`src/ilcgd_defs.vh`:
```
/*
 * Constants of the in-band loop code generator and detectors: register
 * offsets, field positions, reset values and the integration length.
 * Assumes a byte-wide register port with an 8-bit address.
 */
`ifndef ILCGD_DEFS_VH
`define ILCGD_DEFS_VH

// ----------------------------------------------------------------------
// register offsets
// ----------------------------------------------------------------------
`define ILCGD_OFS_INBAND_CTRL   8'hB6
`define ILCGD_OFS_TX_FIRST      8'hB7
`define ILCGD_OFS_TX_LOW        8'hB8
`define ILCGD_OFS_UP_FIRST      8'hB9
`define ILCGD_OFS_UP_LOW        8'hBA
`define ILCGD_OFS_DOWN_FIRST    8'hBB
`define ILCGD_OFS_DOWN_LOW      8'hBC
`define ILCGD_OFS_SPARE_CTRL    8'hBD
`define ILCGD_OFS_SPARE_FIRST   8'hBE
`define ILCGD_OFS_SPARE_LOW     8'hBF
`define ILCGD_OFS_RX_LINK       8'hC0
`define ILCGD_OFS_IRQ_STATUS    8'hE0
`define ILCGD_OFS_IRQ_MASK      8'hE1
`define ILCGD_OFS_MODE_CTRL     8'hE2
`define ILCGD_OFS_DETECT_STATE  8'hE3

// ----------------------------------------------------------------------
// field positions
// ----------------------------------------------------------------------
`define ILCGD_TX_LEN_HI         7
`define ILCGD_TX_LEN_LO         6
`define ILCGD_UP_LEN_HI         5
`define ILCGD_UP_LEN_LO         3
`define ILCGD_DOWN_LEN_HI       2
`define ILCGD_DOWN_LEN_LO       0
`define ILCGD_SPARE_LEN_HI      2
`define ILCGD_SPARE_LEN_LO      0
`define ILCGD_MODE_TX_EN        0
`define ILCGD_MODE_BOC          4
`define ILCGD_EVT_LINK_BYTE     3
`define ILCGD_EVT_BOC           4
`define ILCGD_EVT_W             5

// ----------------------------------------------------------------------
// reset values and timing
// ----------------------------------------------------------------------
`define ILCGD_RST_BYTE          8'h00
`define ILCGD_LEN_LONG_SEL      3'h7
`define ILCGD_LEN_LONG          5'h10
`define ILCGD_INTEG_BITS        16'h0400

`endif

```
`src/ilcgd_top.v`:
```
/*
 * In-band loop code block: one repeating-code transmit generator, three
 * receive detectors (up, down, spare), the receive facility link register
 * with its bit-oriented-code view, and a sticky interrupt status.
 * Assumes line bits arrive as one-cycle enables synchronous to clk and
 * a host that issues one-cycle read or write strobes.
 */
`include "ilcgd_defs.vh"

// Function
// - down length field 000..110 gives 1..7 bits, 111 gives the 8/16 length
// - bit 7 of first transmit pattern is sent first each repetition
// - transmit ignores bit 2 at 5, bit 1 at 5/6, bit 0 at 5/6/7
// - second transmit register is the low byte of 16 bits, unused at 5..7
// - transmit length 00=5, 01=6/3, 10=7, 11=16/8/4/2/1 bits
// - writing a detector first pattern register restarts its integration
// - detector compares only top N bits of first pattern, bit 7 first
// - detector ignores second pattern register for lengths 1..7
// - up length field sits in bits 3..5, same coding as down field
// - spare length field in bits 0..2, 1..7 bits or the 8/16 length
// - with code mode set, link register shows six-bit code in bits 0..5
// - with code mode clear, link register shows link byte, first bit in LSB
// - all pattern registers and spare control reset to zero
module ilcgd_top (
  input  wire       clk,
  input  wire       rstn,
  input  wire [7:0] regAddr,
  input  wire [7:0] regWrData,
  input  wire       regWr,
  input  wire       regRd,
  output reg  [7:0] regRdData_q,
  input  wire       txBitEn,
  output reg        txCodeBit_q,
  input  wire       rxBitEn,
  input  wire       rxBit,
  input  wire       linkBitEn,
  input  wire       linkBit,
  input  wire       bocValid,
  input  wire [5:0] bocCode,
  output wire       upDetect_q,
  output wire       downDetect_q,
  output wire       spareDetect_q,
  output reg        irq_q
);

  // ----------------------------------------------------------------------
  // register file
  // ----------------------------------------------------------------------
  reg [7:0] inbandCtrl_q;
  reg [7:0] txFirst_q;
  reg [7:0] txLow_q;
  reg [7:0] upFirst_q;
  reg [7:0] upLow_q;
  reg [7:0] downFirst_q;
  reg [7:0] downLow_q;
  reg [7:0] spareCtrl_q;
  reg [7:0] spareFirst_q;
  reg [7:0] spareLow_q;
  reg [7:0] modeCtrl_q;
  reg [`ILCGD_EVT_W-1:0] irqMask_q;

  // status is cleared in the interrupt section, never from here

  always @(posedge clk or negedge rstn) begin
    if (!rstn) begin
      inbandCtrl_q <= `ILCGD_RST_BYTE;
      txFirst_q    <= `ILCGD_RST_BYTE;
      txLow_q      <= `ILCGD_RST_BYTE;
      upFirst_q    <= `ILCGD_RST_BYTE;
      upLow_q      <= `ILCGD_RST_BYTE;
      downFirst_q  <= `ILCGD_RST_BYTE;
      downLow_q    <= `ILCGD_RST_BYTE;
      spareCtrl_q  <= `ILCGD_RST_BYTE;
      spareFirst_q <= `ILCGD_RST_BYTE;
      spareLow_q   <= `ILCGD_RST_BYTE;
      modeCtrl_q   <= `ILCGD_RST_BYTE;
      irqMask_q    <= {`ILCGD_EVT_W{1'b0}};
    end else if (regWr) begin
      case (regAddr)
        `ILCGD_OFS_INBAND_CTRL:  inbandCtrl_q <= regWrData;
        `ILCGD_OFS_TX_FIRST:     txFirst_q    <= regWrData;
        `ILCGD_OFS_TX_LOW:       txLow_q      <= regWrData;
        `ILCGD_OFS_UP_FIRST:     upFirst_q    <= regWrData;
        `ILCGD_OFS_UP_LOW:       upLow_q      <= regWrData;
        `ILCGD_OFS_DOWN_FIRST:   downFirst_q  <= regWrData;
        `ILCGD_OFS_DOWN_LOW:     downLow_q    <= regWrData;
        // upper bits kept as written; only the low field steers anything
        `ILCGD_OFS_SPARE_CTRL:   spareCtrl_q  <= regWrData;
        `ILCGD_OFS_SPARE_FIRST:  spareFirst_q <= regWrData;
        `ILCGD_OFS_SPARE_LOW:    spareLow_q   <= regWrData;
        `ILCGD_OFS_MODE_CTRL:    modeCtrl_q   <= regWrData;
        `ILCGD_OFS_IRQ_MASK:     irqMask_q    <= regWrData[`ILCGD_EVT_W-1:0];
        default: begin
        end
      endcase
    end
  end

  // ----------------------------------------------------------------------
  // transmit code generator
  // ----------------------------------------------------------------------
  reg  [4:0]  txLen;
  reg  [4:0]  txPhase_q;
  reg  [15:0] txPattern;
  wire        txEnable  = modeCtrl_q[`ILCGD_MODE_TX_EN];

  // 3, 8, 4, 2 and 1 bit codes are sent as their 6 or 16 bit repeats
  always @* begin
    case (inbandCtrl_q[`ILCGD_TX_LEN_HI:`ILCGD_TX_LEN_LO])
      2'h0:    txLen = 5'h05;
      2'h1:    txLen = 5'h06;
      2'h2:    txLen = 5'h07;
      default: txLen = `ILCGD_LEN_LONG;
    endcase
  end

  // ----------------------------------------------------------------------
  // transmit pattern select
  // ----------------------------------------------------------------------
  // don't-care bits forced low so a stray write there never reaches the line
  always @* begin
    case (inbandCtrl_q[`ILCGD_TX_LEN_HI:`ILCGD_TX_LEN_LO])
      2'h0:    txPattern = {txFirst_q[7:3], 11'h000};
      2'h1:    txPattern = {txFirst_q[7:2], 10'h000};
      2'h2:    txPattern = {txFirst_q[7:1], 9'h000};
      default: txPattern = {txFirst_q, txLow_q};
    endcase
  end

  // ----------------------------------------------------------------------
  // transmit bit sequencer
  // ----------------------------------------------------------------------

  always @(posedge clk or negedge rstn) begin
    if (!rstn) begin
      txPhase_q   <= 5'h00;
      txCodeBit_q <= 1'b0;
    end else if (!txEnable) begin
      txPhase_q   <= 5'h00;
      txCodeBit_q <= 1'b0;
    end else if (txBitEn) begin
      // phase 0 reads bit 15, i.e. first-register bit 7; at 5..7 bits the
      // phase never reaches the low bits or the second register
      txCodeBit_q <= txPattern[4'hF - txPhase_q[3:0]];
      if (txPhase_q >= txLen - 5'h01) begin
        txPhase_q <= 5'h00;
      end else begin
        txPhase_q <= txPhase_q + 5'h01;
      end
    end
  end

  // ----------------------------------------------------------------------
  // receive detectors
  // ----------------------------------------------------------------------
  reg  [15:0] rxHist_q;
  wire [7:0]  detFirst  [0:2];
  wire [7:0]  detLow    [0:2];
  wire [2:0]  detSel    [0:2];
  wire [7:0]  detFirstOfs [0:2];
  wire [2:0]  detVec;

  assign detFirst[0] = upFirst_q;
  assign detFirst[1] = downFirst_q;
  assign detFirst[2] = spareFirst_q;
  assign detLow[0]   = upLow_q;
  assign detLow[1]   = downLow_q;
  assign detLow[2]   = spareLow_q;
  assign detSel[0]   = inbandCtrl_q[`ILCGD_UP_LEN_HI:`ILCGD_UP_LEN_LO];
  assign detSel[1]   = inbandCtrl_q[`ILCGD_DOWN_LEN_HI:`ILCGD_DOWN_LEN_LO];
  assign detSel[2]   = spareCtrl_q[`ILCGD_SPARE_LEN_HI:`ILCGD_SPARE_LEN_LO];
  assign detFirstOfs[0] = `ILCGD_OFS_UP_FIRST;
  assign detFirstOfs[1] = `ILCGD_OFS_DOWN_FIRST;
  assign detFirstOfs[2] = `ILCGD_OFS_SPARE_FIRST;

  // ----------------------------------------------------------------------
  // receive line history
  // ----------------------------------------------------------------------
  // newest bit in bit 0, so the last N bits read oldest-first from N-1 down
  always @(posedge clk or negedge rstn) begin
    if (!rstn) begin
      rxHist_q <= 16'h0000;
    end else if (rxBitEn) begin
      rxHist_q <= {rxHist_q[14:0], rxBit};
    end
  end

  // ----------------------------------------------------------------------
  // code detectors
  // ----------------------------------------------------------------------
  genvar k;
  generate
    for (k = 0; k < 3; k = k + 1) begin : gDet
      reg  [4:0]  len;
      wire [15:0] pattern;
      wire [15:0] mask;
      wire [15:0] aligned;
      wire        match;
      wire        restart;
      reg  [4:0]  since_q;
      reg  [15:0] run_q;
      reg         det_q;

      // 111 is taken as 16 bits; an 8-bit code is written into both bytes
      always @* begin
        case (detSel[k])
          3'h0:                len = 5'h01;
          3'h1:                len = 5'h02;
          3'h2:                len = 5'h03;
          3'h3:                len = 5'h04;
          3'h4:                len = 5'h05;
          3'h5:                len = 5'h06;
          3'h6:                len = 5'h07;
          `ILCGD_LEN_LONG_SEL: len = `ILCGD_LEN_LONG;
          default:             len = 5'h01;
        endcase
      end
      // low byte joins only for the long length
      assign pattern = (len == `ILCGD_LEN_LONG) ? {detFirst[k], detLow[k]} :
                       {detFirst[k], 8'h00};
      assign mask    = 16'hFFFF << (5'h10 - len);
      assign aligned = rxHist_q << (5'h10 - len);
      assign match   = ((aligned ^ pattern) & mask) == 16'h0000;
      assign restart = regWr && (regAddr == detFirstOfs[k]);

      // a match at most N bits after the previous one keeps the run alive;
      // shorter gaps are rotations of a self-similar code and also count;
      // a restart wins over a line bit landing in the same cycle
      always @(posedge clk or negedge rstn) begin
        if (!rstn) begin
          since_q <= 5'h00;
          run_q   <= 16'h0000;
          det_q   <= 1'b0;
        end else if (restart) begin
          since_q <= 5'h00;
          run_q   <= 16'h0000;
          det_q   <= 1'b0;
        end else if (rxBitEn) begin
          // saturate: a wrap would reopen a window in which misses go unseen
          if (match) begin
            since_q <= 5'h00;
          end else if (since_q != 5'h1F) begin
            since_q <= since_q + 5'h01;
          end
          if (!match && since_q >= len - 5'h01) begin
            run_q <= 16'h0000;
            det_q <= 1'b0;
          end else if (run_q < `ILCGD_INTEG_BITS) begin
            run_q <= run_q + 16'h0001;
          end else begin
            det_q <= 1'b1;
          end
        end
      end

      assign detVec[k] = det_q;
    end
  endgenerate

  // ----------------------------------------------------------------------
  // detector outputs
  // ----------------------------------------------------------------------
  assign upDetect_q    = detVec[0];
  assign downDetect_q  = detVec[1];
  assign spareDetect_q = detVec[2];

  // ----------------------------------------------------------------------
  // receive facility link
  // ----------------------------------------------------------------------
  reg  [7:0] linkShift_q;
  reg  [2:0] linkCnt_q;
  reg  [7:0] linkByte_q;
  reg  [5:0] boc_q;
  reg        linkDone;
  wire       bocMode = modeCtrl_q[`ILCGD_MODE_BOC];

  // the eighth bit completes a byte; the counter wraps by itself
  always @* begin
    linkDone = linkBitEn && (linkCnt_q == 3'h7);
  end

  // shift right so the first bit received ends up in bit 0
  always @(posedge clk or negedge rstn) begin
    if (!rstn) begin
      linkShift_q <= 8'h00;
      linkCnt_q   <= 3'h0;
      linkByte_q  <= 8'h00;
      boc_q       <= 6'h00;
    end else begin
      if (linkBitEn) begin
        linkShift_q <= {linkBit, linkShift_q[7:1]};
        linkCnt_q   <= linkCnt_q + 3'h1;
      end
      if (linkDone) begin
        linkByte_q <= {linkBit, linkShift_q[7:1]};
      end
      // a code arrives whole from the framer, so nothing is shifted here
      if (bocValid) begin
        boc_q <= bocCode;
      end
    end
  end

  // ----------------------------------------------------------------------
  // interrupt status
  // ----------------------------------------------------------------------
  reg  [2:0]              detPrev_q;
  reg  [`ILCGD_EVT_W-1:0] irqStatus_q;
  wire [`ILCGD_EVT_W-1:0] evtSet;
  wire [`ILCGD_EVT_W-1:0] evtClr;
  reg  [`ILCGD_EVT_W-1:0] irqStatus_d;

  assign evtSet = {bocValid && bocMode, linkDone && !bocMode, detVec & ~detPrev_q};
  assign evtClr = (regWr && regAddr == `ILCGD_OFS_IRQ_STATUS) ?
                  regWrData[`ILCGD_EVT_W-1:0] : {`ILCGD_EVT_W{1'b0}};

  always @* begin
    irqStatus_d = (irqStatus_q & ~evtClr) | evtSet;
  end

  // a new event beats a clear landing in the same cycle
  always @(posedge clk or negedge rstn) begin
    if (!rstn) begin
      detPrev_q   <= 3'h0;
      irqStatus_q <= {`ILCGD_EVT_W{1'b0}};
      irq_q       <= 1'b0;
    end else begin
      detPrev_q   <= detVec;
      irqStatus_q <= irqStatus_d;
      // irq follows the next status value so it rises with the flag itself
      irq_q       <= |(irqStatus_d & irqMask_q);
    end
  end

  // ----------------------------------------------------------------------
  // read path
  // ----------------------------------------------------------------------
  reg [7:0] rdMux;

  // unmapped addresses read as zero; E3 lets software poll the detectors
  always @* begin
    case (regAddr)
      `ILCGD_OFS_INBAND_CTRL:  rdMux = inbandCtrl_q;
      `ILCGD_OFS_TX_FIRST:     rdMux = txFirst_q;
      `ILCGD_OFS_TX_LOW:       rdMux = txLow_q;
      `ILCGD_OFS_UP_FIRST:     rdMux = upFirst_q;
      `ILCGD_OFS_UP_LOW:       rdMux = upLow_q;
      `ILCGD_OFS_DOWN_FIRST:   rdMux = downFirst_q;
      `ILCGD_OFS_DOWN_LOW:     rdMux = downLow_q;
      `ILCGD_OFS_SPARE_CTRL:   rdMux = spareCtrl_q;
      `ILCGD_OFS_SPARE_FIRST:  rdMux = spareFirst_q;
      `ILCGD_OFS_SPARE_LOW:    rdMux = spareLow_q;
      `ILCGD_OFS_RX_LINK:      rdMux = bocMode ? {2'b00, boc_q} : linkByte_q;
      `ILCGD_OFS_IRQ_STATUS:   rdMux = {3'h0, irqStatus_q};
      `ILCGD_OFS_IRQ_MASK:     rdMux = {3'h0, irqMask_q};
      `ILCGD_OFS_MODE_CTRL:    rdMux = modeCtrl_q;
      `ILCGD_OFS_DETECT_STATE: rdMux = {5'h00, detVec};
      default:                 rdMux = 8'h00;
    endcase
  end

  // data stand only in the cycle after the strobe, zero otherwise
  always @(posedge clk or negedge rstn) begin
    if (!rstn) begin
      regRdData_q <= 8'h00;
    end else if (regRd) begin
      regRdData_q <= rdMux;
    end else begin
      regRdData_q <= 8'h00;
    end
  end

endmodule

```
`config.mk`:
```
export PLATFORM = sky130hd
export DESIGN_NAME = ilcgd_top
export DESIGN_NICKNAME = d
export VERILOG_FILES = /design/src/ilcgd_top.v
export VERILOG_INCLUDE_DIRS = /design/src
export SDC_FILE = /design/constraint.sdc
export NUM_CORES = 1
export LEC_CHECK = 0
export BUFFER_PORTS_ARGS = -buffer_cell sky130_fd_sc_hd__buf_2
export CAP_MARGIN = 30
export CORE_UTILIZATION = 60
export DETAILED_ROUTE_END_ITERATION = 8
export PLACE_DENSITY = 0.76
export SLEW_MARGIN = 20
export SYNTH_ARGS = -nofsm -noshare
export SYNTH_HDL_FRONTEND = slang
export SYNTH_SLANG_ARGS = --single-unit
```
`constraint.sdc`:
```
create_clock -name clk -period 9.9 [get_ports clk]
set_clock_uncertainty 0.05 [all_clocks]
set_input_delay 1.98 -clock clk [delete_from_list [all_inputs] [get_ports clk]]
set_output_delay 1.98 -clock clk [all_outputs]
set_load 0.02 [all_outputs]
```
* Word-level counts from Yosys, hierarchy flattened
Memories as Yosys holds them, arrays and structs flattened.
Index checks and enable logic that the tools add are counted.
** Cells by class
- Add/subtract/negate cells :: 16
- Magnitude comparators :: 8
- Eq/ne operators :: 28
- Shift operators :: 6
- Multiplexer cells :: 52
- Bitwise operators :: 12
- Reductions and logical operators :: 49
** Operators by type and width (number)
- $mux W16 :: 12
- $eq A8 B8 Y1 const B :: 15
- $pmux W8 S15 :: 1
- $mux W5 :: 16
- $add A16 B1 Y16 const B :: 3
- $and A16 B16 Y16 :: 3
- $logic_not A16 Y1 :: 3
- $lt A16 B11 Y1 const B :: 3
- $shl A16 B5 Y16 :: 3
- $shl A16 B5 Y16 const A :: 3
- $xor A16 B16 Y16 :: 3
- $reduce_and A2 Y1 :: 21
- $mux W8 :: 5
- $pmux W11 S3 :: 1
- $add A5 B1 Y5 const B :: 4
- $ge A5 B5 Y1 :: 4
- $sub A5 B1 Y5 const B :: 4
- $reduce_bool A3 Y1 :: 6
- $eq A5 B5 Y1 const B :: 3
- $mux W1 :: 15
- $ne A5 B5 Y1 const B :: 3
- $pmux W5 S3 :: 1
- $sub A5 B5 Y5 const A :: 3
- $and A5 B5 Y5 :: 2
- 18 further kinds :: 34
** Word-level totals
- Register bits :: 223
- Bits in read-only memories :: 96
- Input bits :: 32
- Output and inout port bits :: 13
- Memories kept :: 3
** Memories
- (no name shown) :: words 8, bits a word 4, read ports 1, clocked after memory_dff 0, wr ports 0, RTL line ilcgd_top.v:206 : case (detSel[k])
- (no name shown) :: words 8, bits a word 4, read ports 1, clocked after memory_dff 0, wr ports 0, RTL line ilcgd_top.v:206
- (no name shown) :: words 8, bits a word 4, read ports 1, clocked after memory_dff 0, wr ports 0, RTL line ilcgd_top.v:206

* Logic depth before layout (Yosys ltp)
An unclocked memory read counts as a cell.
- Depth in word-level cells :: 11
- Depth in mapped cells :: 18

* Worst setup path before layout
OpenSTA, ideal clock, no wires.
- Kind :: in2reg
- Start :: input port regAddr[0]
- End :: register txFirst_q[0]
- Arrival :: 3.821 ns
- Data required time :: 9.725 ns
- Path slack :: 5.904 ns
- Stages on the path :: 6
- Cells stage by stage :: clkbuf_1 -> and2_0 -> clkbuf_1 -> nor3b_1 -> nand2_1 -> mux2_2
** On the way
- Cells in the longest elaborated chain, start to end :: 2
** RTL lines
- from (decl) :: RTL line ilcgd_top.v:27 : input wire [7:0] regAddr,
- $eq A8 B8 Y1 :: RTL line ilcgd_top.v:79 : case (regAddr)
- $reduce_and A2 Y1 (no line)
- to (signal assigned) :: RTL line ilcgd_top.v:67 : txFirst_q <= `ILCGD_RST_BYTE;
- to (signal assigned) :: RTL line ilcgd_top.v:81 : `ILCGD_OFS_TX_FIRST: txFirst_q <= regWrData;
- to (decl) :: RTL line ilcgd_top.v:50 : reg [7:0] txFirst_q;
No other way between the ends.
A chain may end at the register's enable or synchronous reset.

* Final worst setup path
- Start :: register inbandCtrl_q[0]
- End :: register gDet[1].run_q[8]
** On the way
- Cells in the longest elaborated chain, start to end :: 11
** RTL lines
- from (decl) :: RTL line ilcgd_top.v:49 : reg [7:0] inbandCtrl_q;
- from (signal assigned) :: RTL line ilcgd_top.v:66 : inbandCtrl_q <= `ILCGD_RST_BYTE;
- from (signal assigned) :: RTL line ilcgd_top.v:80 : `ILCGD_OFS_INBAND_CTRL: inbandCtrl_q <= regWrData;
- $mem_v2 Z8 W4 (*)
- $sub A5 B5 Y5 / $eq A5 B5 Y1 (equally long branches)
- $shl A16 B5 Y16 / $mux W8 (equally long branches) :: RTL line ilcgd_top.v:222, ilcgd_top.v:219
- $xor A16 B16 Y16 :: RTL line ilcgd_top.v:223 : assign match = ((aligned ^ pattern) & mask) == 16'h0000;
- $and A16 B16 Y16 :: RTL line ilcgd_top.v:223
- $logic_not A16 Y1 :: RTL line ilcgd_top.v:223
- $logic_not A1 Y1 :: RTL line ilcgd_top.v:245 : if (!match && since_q >= len - 5'h01) begin
- $logic_and A1 B1 Y1 (*) :: RTL line ilcgd_top.v:245
- $mux W16 :: RTL line ilcgd_top.v:245
- $mux W16 :: RTL line ilcgd_top.v:238 : end else if (rxBitEn) begin
- $mux W16 :: RTL line ilcgd_top.v:234 : end else if (restart) begin
- to (signal assigned) :: RTL line ilcgd_top.v:249 : run_q <= run_q + 16'h0001;
- to (decl) :: RTL line ilcgd_top.v:201 : reg [15:0] run_q;
Mark *: on every way between the ends. The rest lies on a longest branch, timed or not. The select of a mux whose other input is x is not followed.

==> results by group <==
Clock tree
  • Post-CTS Setup Inserts: 0
  • Clock transition at the registers of the reported paths: 0.06 ns
  • Clock buffer depth: 3
  • Post-cts repair resize count: 0
  • CTS Buf Count: 24
  • Root buf cell: clkbuf_16
  • CTS Sinks: 222
  • Hold-fix buffers, CTS: 0
  • Clk Latency, worst-skew pair: 0.53 ns
  • H-tree level count: 1
  • TritonCTS clock tree: yes

Timing
  • Fin. max-slew vios: 0
  • Final setup fails: 0
  • Hold Fails Final Rpt: 0
  • Achievable frequency: 0.186 GHz
  • RSZ-0062 raised after global routing: no
  • Measured slew at the worst slew-check pin: around 0.88 ns
  • Max-Slew Margin vs Limit: 41.2%
  • Final Cycle Share: 54.3%
  • Setup TNS: 0 ns
  • Clock period minus worst slack: approximately 5.4 ns

Yosys
  • Mapped cell area: 14100 µm²
  • EDFF count, synth: 0
  • Yosys reg bits: between 200 and 250
  • Compound-Gate Fraction of Synth Area: 13.4%
  • Post-synth top flop: dfrtp_1
  • Adder-cell share of the synthesized area: 4.44%
  • Synth Instances: 1390
  • Main combinational cell family by area after synthesis: multiplexers
  • Syn_nets: 1472
  • YS warnings: 0
  • Simple-gate share of the synthesized area: about 15%
  • XOR/XNOR share of the synthesized area: 3.85%
  • Asr flop ratio synth: 100%
  • Syn avg cell area: just over 10 µm²
  • Distinct cells, synth: a little under 90
  • Register area share after synthesis: 39.5%
  • Mux share of post-synthesis cell area: 19.4%

Detailed routing
  • Routed Antenna Nets: 0
  • Vias/cell: 6.51
  • Wirelength, routed: 36.7 mm
  • Detailed Route Iter0 Violations: about 1100
  • Routed via count: 11143
  • # DRC: 0
  • WL/cell: 21.5 µm
  • DRT Pass-1 Iters: 6

Floorplanning
  • Die outline width: 155 µm
  • Core area: between 20000 and 25000 µm²
  • Num ports: 45
  • Row count: 55
  • Initial Utilization: about three fifths
  • Die footprint: 24100 µm²
  • Die H: 155 µm

Setup path
  • R2r setup slk: 4.52 ns
  • Worst EP required: a little over 10 ns
  • Crit-path max FO: 21
  • CP endpoint kind: flip-flop
  • Arr. time, crit path: 5.77 ns
  • Kind of critical path: flip-flop to flip-flop
  • RR Startpoint: inbandCtrl_q[0]
  • Worst Setup Start Kind: flip-flop
  • Reg-to-reg endpoint: gDet[1].run_q[8]
  • Reg2Reg Depth: 11

Finish
  • Reg area: around 5600 µm²
  • Multi-input logic area: roughly 8000 µm²
  • P&R area growth vs syn: 7.90%
  • Antenna cells: 0
  • Share of cells above drive strength 1: 20.3%
  • Fin util: 66.5%
  • # nets final: 1463
  • Fill cells: roughly 1800

Global route
  • First-pass GRT wire length: around 58 mm
  • GRT Max-Usage Layer: met2
  • Antenna violations before repair: 2
  • GR Util met3: 6.32%
  • GR Util met1: 43.3%
  • Tot GR Track Use: between 30% and 40%
  • Number of global-route vias before repair: 10630
  • Routing usage on met2: 48.9%
  • Largest net degree at the start of global routing: 107
  • Grt ovf: 0

Worst hold path
  • Worst hold path class: flip-flop to flip-flop
  • Hold depth: 0
  • Hold Path Sink: detPrev_q[2]
  • Hold path startpoint: spareDetect_q

Placed design
  • Post-DP HPWL: 26.1 mm
  • IO buf count: 44
  • Routability cong.: 0.960

Power
  • Peak supply drop: 0.000152 V
  • PwrDens: 192 nW/µm²
  • Static Leak: 6.83 nW

Job
  • Number of max-cap violations: 0

Outcome
  • Run status: finished, final reports clean
==> synth_stat cells (all sizes together), types with 5 or more instances <==
| master | n | share of area (%) |
|---|---|---|
| dfrtp | 222 | 39 |
| nand2 | 172 | 4.6 |
| mux2 | 136 | 11 |
| clkbuf | 57 | 1.5 |
| nor2 | 56 | 1.5 |
| mux2i | 54 | 3.9 |
| o21ai | 51 | 1.9 |
| ha | 50 | 4.4 |
| inv | 46 | 1.2 |
| a21oi | 40 | 1.5 |
| nand3 | 37 | 1.3 |
| buf | 34 | 1.4 |
| xor2 | 32 | 2.0 |
| and3 | 31 | 1.4 |
| mux4 | 29 | 4.6 |
| xnor2 | 29 | 1.9 |
| nor3 | 27 | 0.96 |
| nand4 | 26 | 1.2 |
| and2 | 23 | 1.0 |
| a31oi | 18 | 1.0 |
| a21o | 16 | 0.85 |
| nand2b | 14 | 0.62 |
| nor2b | 13 | 0.58 |
| a211oi | 12 | 0.64 |
| a221oi | 12 | 0.75 |
| a22oi | 12 | 0.64 |
| o31ai | 12 | 0.68 |
| nor4 | 9 | 0.44 |
| o22ai | 8 | 0.36 |
| a22o | 7 | 0.44 |
| o211ai | 7 | 0.37 |
| a32oi | 6 | 0.37 |
| or3 | 6 | 0.27 |
| a211o | 5 | 0.31 |
| a221o | 5 | 0.36 |
| clkinv | 5 | 0.13 |
| o221ai | 5 | 0.31 |
| or2 | 5 | 0.22 |
==> layer usage <==
metal | wire (µm) | vias to the layer above
met5 | 51 | -
met4 | 1170 | 6
met3 | 2720 | 89
met2 | 17000 | 406
met1 | 15800 | 5562
li1 | - | 5080
==> worst max path at each step <==
stage,depth (start not counted),end,slack [ns],startpoint
global route,11,gDet[1].run_q[10],4.13,inbandCtrl_q[0]
global placement,11,gDet[1].run_q[8],4.79,inbandCtrl_q[0]
finish,11,gDet[1].run_q[8],4.52,inbandCtrl_q[0]
floorplan,6,txFirst_q[0],5.90,regAddr[0]
detailed placement,11,gDet[1].run_q[10],4.61,inbandCtrl_q[0]
CTS,11,gDet[1].run_q[8],4.62,inbandCtrl_q[0]
==> flip-flops by register name (all words and copies together), names as in the netlist, 6 cells and up <==
name / flops
linkShift_q: 7
spareFirst_q: 8
inbandCtrl_q: 8
gDet.run_q: 48
spareCtrl_q: 8
downLow_q: 8
boc_q: 6
rxHist_q: 16
downFirst_q: 8
spareLow_q: 8
txLow_q: 8
linkByte_q: 8
txFirst_q: 8
upFirst_q: 8
gDet.since_q: 15
regRdData_q: 8
modeCtrl_q: 8
upLow_q: 8
==> through the flow <==
stage / instances / worst slack, ns / hold WS [ns] / total power, mW / area, µm²
after floorplan: 1390 / 5.90 / 0.378 / 1.79 / 14100
after global placement: 1667 / 4.79 / 0.395 / 1.97 / 14400
after detailed placement: 1667 / 4.61 / 0.401 / 2.00 / 14400
after CTS: 1711 / 4.62 / 0.415 / 2.91 / 15200
after global routing: 1712 / 4.13 / 0.427 / 3.06 / 15200
final: 1712 / 4.52 / 0.420 / 2.91 / 15200
==> power by group <==
| group | total, mW | switching, mW | internal [mW] |
|---|---|---|---|
| combinational | 0.779 | 0.412 | 0.366 |
| sequential | 1.22 | 0.186 | 1.03 |
| clock | 0.915 | 0.376 | 0.539 |
| total | 2.91 | 0.974 | 1.94 |
==> final cells by class <==
cell class / count / area share (%)
Clock buffer: 31 / 4.19
Clock inverter: 13 / 1.10
Inverter: 51 / 1.26
Multi-Input combinational cell: 1026 / 52.1
Sequential cell: 222 / 36.6
Tap cell: 313 / 2.58
Timing Repair Buffer: 56 / 2.16
==> critical path, cell delays in order, from the launching register on <==
cell	delay [ns]
dfrtp_1	0.76
clkinv_1	0.43
ha_1	0.97
mux4_2	0.62
mux2i_1	0.20
xor2_1	0.17
nand3_1	0.08
a2111oi_0	0.45
a32oi_1	0.33
o21ai_1	0.74
nand2_1	0.26
o22ai_1	0.24
==> cells in the final DEF, fill, tap and decap left out, types with 5 or more instances in the layout <==
master     instances
nand4_1           26
o21ai_0           46
and3_1            31
xor2_1            32
o211ai_1           7
mux2_2           135
xnor2_1           28
clkbuf_16         24
or3_1              6
clkinv_1           5
a22o_1             7
o221ai_1           5
a32oi_1            6
nor3_1            27
and2_1            21
a221o_1            5
dfrtp_1          222
nand3_1           37
a22oi_1           12
clkbuf_1           6
buf_2             43
inv_1             45
nand2_1          171
o22ai_1            8
a21o_1            16
a21oi_1           38
buf_4             11
a31oi_1           15
o31ai_1           11
mux4_2            29
a211o_1            5
nor2_1            55
nor4_1             8
ha_1              50
nor2b_1           13
a221oi_1          12
a211oi_1          12
nand2b_1          14
mux2i_1           53
==> cell families (layout without fill, tap and decap cells) <==
family,after synthesis,after routing
AND/OR/NAND/NOR,437,437
buffers and inverters,142,151
adder cells (fa/ha/maj),50,50
flip-flops,222,222
XOR/XNOR,61,61
AO/OA/AOI/OAI,258,258
other,1,1
multiplexers,219,219
Note: power is estimated with default switching activity, not from simulation.
